`src/adcof_defines.vh`:
```
/*
 * Constants of the converter output framing block: register indexes,
 * field positions, reset values and timing counts.
 * Assumes a 40 ns system clock; included by adcof_output_status.v.
 */
// Operation
// [RULE_01] parallel mode: marker on negative pin, overrange on positive pin
// [RULE_02] ddr mode: marker at clock rising edge, overrange at falling edge
// [RULE_03] overrange flag is high whenever input overrange is detected
// [RULE_04] with post-processing on, overrange may lead its data word
// [RULE_05] marker low by default, high while first channel data is sent
// [RULE_06] single channel: marker stays high, except in i/q output mode
// [RULE_07] ddr mode: two data bits per pair, one per clock half
// [RULE_08] even-bit-first: even bits shown while output clock is high
// [RULE_09] even-bit-first: odd bits shown while output clock is low
// [RULE_10] output polarity inversion controlled by registers 0x65 and 0x68
// [RULE_11] output clock phase adjustable through registers 0x52, 0x64, 0x6D
// [RULE_12] calibration-done low after power-up until first calibration ends
// [RULE_13] calibration-done stays high until reset pin or soft reset
// [RULE_14] calibration-done low in reset, held in standby and shutdown
// [RULE_15] device in reset while reset pin low, normal while high
// [RULE_16] reset pin rise restores register defaults and starts calibration
// [RULE_17] host keeps address select pins stable while chip select low
// [RULE_18] follower-select high: follower, synchronization pin is input
// [RULE_19] follower-select low: master, synchronization pin is output
// [RULE_20] master and followers share one sample clock via sync pin
// [RULE_21] board ties the two address select pins to fixed levels
// [RULE_22] parallel mode: twelve bits at once, output clock marks words
`ifndef ADCOF_DEFINES_VH
`define ADCOF_DEFINES_VH

// register indexes; byte address is four times the index
`define ADCOF_IDX_CTRL 8'h00
`define ADCOF_IDX_DSPP 8'h52
`define ADCOF_IDX_ORDER 8'h62
`define ADCOF_IDX_PHASE 8'h64
`define ADCOF_IDX_DPOL 8'h65
`define ADCOF_IDX_SPOL 8'h68
`define ADCOF_IDX_DLL 8'h6D
`define ADCOF_IDX_STAT 8'h70

// control register fields
`define ADCOF_CTRL_DDR 0
`define ADCOF_CTRL_IQ 1
`define ADCOF_CTRL_NCH_LO 2
`define ADCOF_CTRL_NCH_HI 4
`define ADCOF_CTRL_SOFTRST 5
`define ADCOF_CTRL_STANDBY 6
`define ADCOF_CTRL_SHDN 7

// signal polarity register fields
`define ADCOF_SPOL_CLK 0
`define ADCOF_SPOL_MARK 1
`define ADCOF_SPOL_OVR 2

// reset values
`define ADCOF_RST_CTRL 8'h00
`define ADCOF_RST_DSPP 8'h00
`define ADCOF_RST_ORDER 8'h00
`define ADCOF_RST_PHASE 8'h00
`define ADCOF_RST_DPOL 12'h000
`define ADCOF_RST_SPOL 8'h00
`define ADCOF_RST_DLL 8'h00

// timing
`define ADCOF_CLK_PERIOD_NS 40
`define ADCOF_CAL_TIME_NS 2560
`define ADCOF_HALF_CYCLES 2
`define ADCOF_CAL_CYCLES \
  ((`ADCOF_CAL_TIME_NS + `ADCOF_CLK_PERIOD_NS - 1) / `ADCOF_CLK_PERIOD_NS)

`endif

```
`src/adcof_output_status.v`:
```
/*
 * Output framing and status logic of a twelve-bit multi-channel converter:
 * parallel or double-data-rate output formatting, first-channel marker,
 * overrange flag, calibration-done flag, reset pin and master/follower
 * synchronization. Registers sit behind a classic Wishbone slave.
 * Assumes samples arrive from the core on clk_i; reset pin, follower select,
 * sync input and address pins are asynchronous and are synchronised here.
 */
// Our own choices: the placing of the registers and the Wishbone register port.
`timescale 1ns/1ns
`default_nettype none
`include "adcof_defines.vh"

module adcof_output_status #(
  parameter DW = 12,
  parameter HALF_CYCLES = `ADCOF_HALF_CYCLES,
  parameter CAL_CYCLES = `ADCOF_CAL_CYCLES
) (
  // system
  input wire clk_i,
  input wire rst_i,
  // wishbone slave
  input wire wb_cyc_i,
  input wire wb_stb_i,
  input wire wb_we_i,
  input wire [8:0] wb_adr_i,
  input wire [3:0] wb_sel_i,
  input wire [31:0] wb_dat_i,
  output reg [31:0] wb_dat_o,
  output wire wb_ack_o,
  // samples from the conversion core
  input wire [DW-1:0] sample_i,
  input wire [2:0] sample_chan_i,
  input wire sample_valid_i,
  input wire sample_ovr_i,
  input wire ovr_early_i,
  // device pins, asynchronous
  input wire reset_n_pin_i,
  input wire follower_sel_i,
  input wire serial_id_bit_low_i,
  input wire serial_id_bit_high_i,
  input wire sync_i,
  // synchronization pin drive
  output reg sync_o,
  output wire sync_oe_o,
  // output pins
  output reg [DW-1:0] data_o,
  output reg [1:0] marker_ovr_o,
  output reg output_data_clock_p_o,
  output reg output_data_clock_n_o,
  output reg cal_done_o,
  output reg [2:0] factory_probe_outputs_o
);

  localparam [7:0] HALF_LAST = HALF_CYCLES[7:0] - 8'h01;
  localparam [15:0] CAL_LAST = CAL_CYCLES[15:0] - 16'h0001;
  localparam NPAIR = DW / 2;

  // calibration states, one-hot
  localparam [2:0] CS_RESET = 3'b001;
  localparam [2:0] CS_CAL = 3'b010;
  localparam [2:0] CS_DONE = 3'b100;

  // byte address to register index; used by read and write decode
  function [7:0] reg_index;
    input [8:0] adr;
    begin
      reg_index = {1'b0, adr[8:2]};
    end
  endfunction

  // two-flop synchronisers for the asynchronous pins, plus the last
  // synchronised reset and sync levels; edges come from the second flop only
  reg [4:0] pin_meta_reg;
  reg [4:0] pin_sync_reg;
  reg reset_pin_last_reg;
  reg sync_last_reg;
  always @(posedge clk_i) begin
    if (rst_i) begin
      pin_meta_reg <= 5'h00;
      pin_sync_reg <= 5'h00;
      reset_pin_last_reg <= 1'b0;
      sync_last_reg <= 1'b0;
    end else begin
      pin_meta_reg <= {serial_id_bit_high_i, serial_id_bit_low_i, sync_i,
                       follower_sel_i, reset_n_pin_i};
      pin_sync_reg <= pin_meta_reg;
      reset_pin_last_reg <= pin_sync_reg[0];
      sync_last_reg <= pin_sync_reg[2];
    end
  end
  wire reset_pin_s = pin_sync_reg[0];
  wire follower_s = pin_sync_reg[1];
  wire sync_in_s = pin_sync_reg[2];
  // [RULE_15] reset while pin low
  wire in_reset = rst_i | ~reset_pin_s;
  // [RULE_16] rising edge restarts
  wire pin_rise = reset_pin_s & ~reset_pin_last_reg;

  // registers
  reg [7:0] ctrl_reg;
  reg [7:0] dspp_reg;
  reg [7:0] order_reg;
  reg [7:0] phase_reg;
  reg [11:0] dpol_reg;
  reg [7:0] spol_reg;
  reg [7:0] dll_reg;
  reg ack_reg;

  wire wb_req = wb_cyc_i & wb_stb_i & ~ack_reg;
  wire wb_wr = wb_req & wb_we_i;
  wire [7:0] widx = reg_index(wb_adr_i);
  wire soft_reset = wb_wr & wb_sel_i[0] & (widx == `ADCOF_IDX_CTRL) &
                    wb_dat_i[`ADCOF_CTRL_SOFTRST];
  // soft reset restores defaults as the pin does, but reruns calibration only once it is done
  wire restart = pin_rise | soft_reset;

  // register writes; defaults return in reset and on any restart
  always @(posedge clk_i) begin
    // [RULE_16] defaults restored
    if (in_reset | restart) begin
      ctrl_reg <= `ADCOF_RST_CTRL;
      dspp_reg <= `ADCOF_RST_DSPP;
      order_reg <= `ADCOF_RST_ORDER;
      phase_reg <= `ADCOF_RST_PHASE;
      dpol_reg <= `ADCOF_RST_DPOL;
      spol_reg <= `ADCOF_RST_SPOL;
      dll_reg <= `ADCOF_RST_DLL;
    end else if (wb_wr) begin
      case (widx)
        `ADCOF_IDX_CTRL: begin
          if (wb_sel_i[0]) ctrl_reg <= wb_dat_i[7:0];
        end
        `ADCOF_IDX_DSPP: begin
          if (wb_sel_i[0]) dspp_reg <= wb_dat_i[7:0];
        end
        `ADCOF_IDX_ORDER: begin
          if (wb_sel_i[0]) order_reg <= wb_dat_i[7:0];
        end
        `ADCOF_IDX_PHASE: begin
          if (wb_sel_i[0]) phase_reg <= wb_dat_i[7:0];
        end
        `ADCOF_IDX_DPOL: begin
          if (wb_sel_i[0]) dpol_reg[7:0] <= wb_dat_i[7:0];
          if (wb_sel_i[1]) dpol_reg[11:8] <= wb_dat_i[11:8];
        end
        `ADCOF_IDX_SPOL: begin
          if (wb_sel_i[0]) spol_reg <= wb_dat_i[7:0];
        end
        `ADCOF_IDX_DLL: begin
          if (wb_sel_i[0]) dll_reg <= wb_dat_i[7:0];
        end
        default: begin
        end
      endcase
    end
  end

  // calibration sequencer
  reg [2:0] cal_state_reg;
  reg [15:0] cal_cnt_reg;
  always @(posedge clk_i) begin
    // [RULE_14] low during reset
    if (in_reset) begin
      cal_state_reg <= CS_RESET;
      cal_cnt_reg <= 16'h0000;
      cal_done_o <= 1'b0;
    end else begin
      case (cal_state_reg)
        CS_RESET: begin
          // [RULE_12] start first calibration
          cal_state_reg <= CS_CAL;
          cal_cnt_reg <= 16'h0000;
        end
        CS_CAL: begin
          if (cal_cnt_reg == CAL_LAST) begin
            cal_state_reg <= CS_DONE;
            cal_done_o <= 1'b1;
          end else begin
            cal_cnt_reg <= cal_cnt_reg + 16'h0001;
          end
        end
        CS_DONE: begin
          // [RULE_13] high until restart
          if (soft_reset) begin
            cal_state_reg <= CS_CAL;
            cal_cnt_reg <= 16'h0000;
            cal_done_o <= 1'b0;
          end
        end
        default: begin
          cal_state_reg <= CS_RESET;
          cal_done_o <= 1'b0;
        end
      endcase
    end
  end

  // mode decode
  wire ddr_mode = ctrl_reg[`ADCOF_CTRL_DDR];
  wire iq_mode = ctrl_reg[`ADCOF_CTRL_IQ];
  wire single_ch = ctrl_reg[`ADCOF_CTRL_NCH_HI:`ADCOF_CTRL_NCH_LO] == 3'h0;
  // [RULE_14] standby and shutdown freeze outputs, calibration flag held
  wire frozen = ctrl_reg[`ADCOF_CTRL_STANDBY] | ctrl_reg[`ADCOF_CTRL_SHDN];
  wire odd_first = order_reg[0];
  wire dspp_on = dspp_reg[0];

  // latest sample from the core
  reg [DW-1:0] hold_data_reg;
  reg [2:0] hold_chan_reg;
  reg hold_ovr_reg;
  always @(posedge clk_i) begin
    if (in_reset) begin
      hold_data_reg <= 12'h000;
      hold_chan_reg <= 3'h0;
      hold_ovr_reg <= 1'b0;
    end else if (sample_valid_i) begin
      hold_data_reg <= sample_i;
      hold_chan_reg <= sample_chan_i;
      // [RULE_03] overrange tracks detection
      hold_ovr_reg <= sample_ovr_i;
    end
  end

  // output clock divider; a follower realigns on the sync pin edge
  reg [7:0] half_cnt_reg;
  reg phase_hi_reg;
  wire sync_rise = sync_in_s & ~sync_last_reg;
  // [RULE_20] common word timing
  wire realign = follower_s & sync_rise;
  wire half_end = half_cnt_reg == HALF_LAST;
  wire word_start = half_end & ~phase_hi_reg;
  always @(posedge clk_i) begin
    if (in_reset | realign) begin
      half_cnt_reg <= 8'h00;
      phase_hi_reg <= 1'b0;
    end else if (!frozen) begin
      if (half_end) begin
        half_cnt_reg <= 8'h00;
        phase_hi_reg <= ~phase_hi_reg;
      end else begin
        half_cnt_reg <= half_cnt_reg + 8'h01;
      end
    end
  end

  // word capture at the start of each output clock high half
  reg [DW-1:0] word_reg;
  reg mark_reg;
  reg ovr_reg;
  always @(posedge clk_i) begin
    if (in_reset) begin
      word_reg <= 12'h000;
      mark_reg <= 1'b0;
      ovr_reg <= 1'b0;
    end else if (word_start & ~frozen) begin
      // [RULE_10] data polarity
      word_reg <= hold_data_reg ^ dpol_reg;
      // [RULE_06] single channel marker
      if (single_ch) begin
        mark_reg <= ~iq_mode;
      end else begin
        // [RULE_05] marker on first channel
        mark_reg <= hold_chan_reg == 3'h0;
      end
      ovr_reg <= hold_ovr_reg;
    end
  end

  // [RULE_04] early overrange with post-processing
  wire ovr_now = ovr_reg | (dspp_on & ovr_early_i);
  wire mark_pin = mark_reg ^ spol_reg[`ADCOF_SPOL_MARK];
  wire ovr_pin = ovr_now ^ spol_reg[`ADCOF_SPOL_OVR];
  wire next_hi = half_end ? ~phase_hi_reg : phase_hi_reg;

  // pin formatting for the coming cycle
  reg [DW-1:0] data_next;
  reg [1:0] mo_next;
  integer k;
  always @* begin
    // [RULE_22] all bits in parallel
    data_next = word_reg;
    mo_next = 2'b00;
    if (ddr_mode) begin
      // [RULE_07] two bits per pair
      for (k = 0; k < NPAIR; k = k + 1) begin
        // [RULE_08] even bits high half
        if (next_hi ^ odd_first) begin
          data_next[2*k+1] = word_reg[2*k];
        end else begin
          // [RULE_09] odd bits low half
          data_next[2*k+1] = word_reg[2*k+1];
        end
        data_next[2*k] = ~data_next[2*k+1];
      end
      // [RULE_02] marker high half, overrange low half
      mo_next[1] = next_hi ? mark_pin : ovr_pin;
      mo_next[0] = ~mo_next[1];
    end else begin
      // [RULE_01] marker negative, overrange positive
      mo_next[0] = mark_pin;
      mo_next[1] = ovr_pin;
    end
  end

  // output clock delay line; the tap sets clock phase against data
  reg [3:0] clk_line_reg;
  // [RULE_11] phase from three registers
  wire [1:0] tap = dspp_on ? phase_reg[1:0] : phase_reg[3:2];
  wire clk_tap = clk_line_reg[tap] ^ dll_reg[0];
  always @(posedge clk_i) begin
    if (in_reset) begin
      clk_line_reg <= 4'h0;
      data_o <= 12'h000;
      marker_ovr_o <= 2'b00;
      output_data_clock_p_o <= 1'b0;
      output_data_clock_n_o <= 1'b1;
    end else if (!frozen) begin
      clk_line_reg <= {clk_line_reg[2:0], next_hi};
      data_o <= data_next;
      marker_ovr_o <= mo_next;
      // [RULE_10] clock polarity
      output_data_clock_p_o <= clk_tap ^ spol_reg[`ADCOF_SPOL_CLK];
      output_data_clock_n_o <= ~(clk_tap ^ spol_reg[`ADCOF_SPOL_CLK]);
    end
  end

  // [RULE_19] master drives sync pin
  assign sync_oe_o = ~follower_s;

  // master emits a sync pulse with each word start; probes stay quiet
  always @(posedge clk_i) begin
    if (in_reset) begin
      sync_o <= 1'b0;
      factory_probe_outputs_o <= 3'h0;
    end else begin
      // [RULE_18] follower only listens
      sync_o <= ~follower_s & word_start & ~frozen;
      factory_probe_outputs_o <= 3'h0;
    end
  end

  // bus answer: one cycle after the request, dropped the cycle after
  always @(posedge clk_i) begin
    if (rst_i) begin
      ack_reg <= 1'b0;
      wb_dat_o <= 32'h00000000;
    end else begin
      ack_reg <= wb_req;
      if (wb_req & ~wb_we_i) begin
        case (widx)
          `ADCOF_IDX_CTRL: wb_dat_o <= {24'h000000, ctrl_reg};
          `ADCOF_IDX_DSPP: wb_dat_o <= {24'h000000, dspp_reg};
          `ADCOF_IDX_ORDER: wb_dat_o <= {24'h000000, order_reg};
          `ADCOF_IDX_PHASE: wb_dat_o <= {24'h000000, phase_reg};
          `ADCOF_IDX_DPOL: wb_dat_o <= {20'h00000, dpol_reg};
          `ADCOF_IDX_SPOL: wb_dat_o <= {24'h000000, spol_reg};
          `ADCOF_IDX_DLL: wb_dat_o <= {24'h000000, dll_reg};
          `ADCOF_IDX_STAT: wb_dat_o <= {26'h0000000, pin_sync_reg[4:3],
                                        reset_pin_s, follower_s,
                                        cal_state_reg[1], cal_done_o};
          default: wb_dat_o <= 32'h00000000;
        endcase
      end
    end
  end
  assign wb_ack_o = ack_reg;

endmodule // adcof_output_status
`default_nettype wire

```
`config.mk`:
```
export PLATFORM = sky130hd
export DESIGN_NAME = adcof_output_status
export DESIGN_NICKNAME = d
export VERILOG_FILES = /design/src/adcof_output_status.v
export VERILOG_INCLUDE_DIRS = /design/src
export SDC_FILE = /design/constraint.sdc
export NUM_CORES = 1
export LEC_CHECK = 0
export BUFFER_PORTS_ARGS = -buffer_cell sky130_fd_sc_hd__buf_2
export CAP_MARGIN = 20
export CORE_UTILIZATION = 29
export CTS_BUF_LIST = sky130_fd_sc_hd__clkbuf_16
export CTS_CLUSTER_SIZE = 28
export DETAILED_ROUTE_END_ITERATION = 12
export PLACE_DENSITY = 0.51
export REMOVE_ABC_BUFFERS = 1
export SETUP_SLACK_MARGIN = 0.02
export SLEW_MARGIN = 30
export SYNTH_ARGS = -nofsm -noshare
export SYNTH_HDL_FRONTEND = slang
export SYNTH_SLANG_ARGS = --single-unit
```
`constraint.sdc`:
```
create_clock -name clk_i -period 5.95 [get_ports clk_i]
set_input_delay 1.19 -clock clk_i [delete_from_list [all_inputs] [get_ports clk_i]]
set_output_delay 1.19 -clock clk_i [all_outputs]
set_load 0.1 [all_outputs]
```
==> flow_summary.json <==
{
  "antenna_left": 0,
  "power_mw": 2.39,
  "cts_buffers": 17,
  "io_pins": 128,
  "first_iter_violations": 359,
  "diodes": 0,
  "path_buf_inv": 1,
  "ctsHtreeMaxLevel": 4,
  "postCtsHoldBufs": 0,
  "place_congestion": 0.800,
  "antenna_found_initial": 1,
  "start_util_pct": 29.4,
  "die_area_mm2": 0.0261,
  "yosysWarnings": 0,
  "dp_cells": 1186,
  "wl_per_cell_um": 15.7,
  "synth_flop_cell": "dfxtp_1",
  "cpPeakStageDelay_ps": 790,
  "drtPass1Iterations": 5,
  "cellPowerDensity_mw_per_mm2": 279,
  "startpoint_type": "primary input",
  "tightest_slew_ps": 911,
  "grt_pass1_vias": 5430,
  "tns_ps": 0,
  "grt_usage_pct": 15.0,
  "ctsResizeCount": 0,
  "vias": 5891,
  "gr-total-overflow": 0,
  "ys_ff_latch": 165,
  "vdd_ir_drop_max_uv": 135,
  "synth-seq-area-share_pct": 44.7,
  "dieWidth_um": 162,
  "final.setup.worst_slack_ps": 2730,
  "cts_tree": "yes",
  "drt-total-wl_um": 19100,
  "fill_cells": 2649,
  "synth_edf_count": 0,
  "status": "complete, no violations",
  "worstSkewPairLatency_ps": 420,
  "hold_path_class": "reg -> reg",
  "finalNonFillerCells": 1218,
  "nets": 952,
  "area_delta_synth_final_pct": 15.7,
  "fin_crit_sh_pct": 54.2,
  "syn_inst": 825,
  "most-common-layout-cells": "165 x dfxtp_1, 118 x nor2_1, 80 x buf_2",
  "hold_viol": 0,
  "multi_input_area_mm2": 0.00376,
  "drive_gt1_share_pct": 15.8,
  "fp-row-count": 58,
  "crit_path_end_kind": "flip-flop",
  "setup_violations": 0,
  "synth.distinct_cells": 61,
  "seqCellArea_mm2": 0.00330,
  "worstPathCellList": "buf_2 -> or4b_4 -> or2_1 -> nor3b_2 -> mux2i_1 -> nor2_1",
  "dpl.hpwl_um": 13500,
  "cts.sinks": 165,
  "cp_top_family": "simple AND/OR/NAND/NOR gates",
  "worst-setup-path-type": "in -> reg",
  "skew_ps": 8.27,
  "routed_via_density": 4.84,
  "finalCriticalPeriod_ps": 3220,
  "clockRootBuffer": "clkbuf_16",
  "synthArstFlopShare_pct": 0,
  "p_leak_nw": 3.15,
  "crit_slowest_cell": "nor3b_2",
  "arrival_ps": 3520,
  "largest_reg_flops": 16,
  "dp_slack_ps": 2280,
  "die_h_um": 162,
  "clk_pin_slew_worst_paths_ps": 70,
  "final_common_cell": "dfxtp_1",
  "relSlewSlack_pct": 39.0,
  "cp_max_fo": 16,
  "slew_viol_final": 0,
  "fp.coreArea_mm2": 0.0251,
  "rsz0062_at_grt": "false",
  "grt_pass1_wl_um": 30400,
  "required_ps": 6240,
  "grt_start_max_net_pins": 60,
  "post_cts_buffers": 0,
  "drc": 0,
  "fmax_mhz": 310,
  "maxCapViolations": 0,
  "synth_area_per_cell_um2": 8.96,
  "io_buffers": 80,
  "cts_buffer_depth": 2,
  "netlist_area_mm2": 0.00739
}
## worst paths after layout
check	end	slack, ps	start	cells after the start
min reg2reg	pin_sync_reg[4]$_SDFF_PP0_	440	pin_meta_reg[4]$_SDFF_PP0_	1
max	order_reg[5]$_SDFFE_PP0P_	2730	wb_adr_i[5]	6
max reg2reg	data_o[2]$_SDFFE_PP0P_	2870	half_cnt_reg[0]$_SDFFE_PP0P_	8
min	pin_sync_reg[4]$_SDFF_PP0_	440	pin_meta_reg[4]$_SDFF_PP0_	1
## through the flow
step           utilization, %  hold WS (ps)  instance area [um2]
2_1_floorplan               -           414                 7060
3_3_place_gp             31.6           417                 7930
3_5_place_dp             31.6           423                 7940
4_1_cts                  34.0           440                 8540
5_1_grt                  34.1           458                 8550
6_report                 34.1           442                 8550
## worst reg2reg max path, cell delays in order (launching register included)
cell and delay (ps):
dfxtp_1 410, ha_1 170, or4b_1 440, nor4_1 370, ha_1 420, xnor2_2 540
o21ai_0 180, a211oi_1 350, nor3_1 70
## cells by family after synthesis
logic type	Yosys count	share of synthesized area, %
simple gates	310	20.6
flops	165	44.7
compound gates	154	13.9
buf+inv	85	5.99
mux	80	11.0
xor+xnor	26	3.08
fa+ha+maj	4	0.677
other cells	1	0.0507
## layer usage
layer  part of all wire [%]  up-vias  GRT usage (%)  wire, um
li1                       -     2986              -         -
met1                     48     2757           19.9      9080
met3                    4.0       15           3.65       768
met5                  0.052        -              0        10
met2                     47      131           24.3      9050
met4                   0.98        2           3.99       187
## cell type report
class                      count  area share [%]
multi-input combinational    597            44.0
sequential                   165            38.6
timing repair buffer          86            5.21
clock buffer                  17            4.97
tap                          330            4.83
clock inverter                15            2.00
inverter                       8           0.351
## cell usage after synthesis, drive strengths merged (15+ instances only)
master / instances / area, um2
nor2b: 15 / 93.8
xnor2: 18 / 158
a21oi: 43 / 219
clkbuf: 33 / 124
o21ai: 16 / 80.1
dfxtp: 165 / 3300
a211oi: 25 / 188
buf: 44 / 289
mux2i: 79 / 791
nand2: 56 / 210
nand3: 33 / 165
nor2: 128 / 503
a22oi: 22 / 165
## power breakdown
group | switching, mW | internal [mW]
registers | 0.00352 | 1.11
clock network | 0.486 | 0.630
logic | 0.124 | 0.0316
Power figures use the tool's default switching activity.
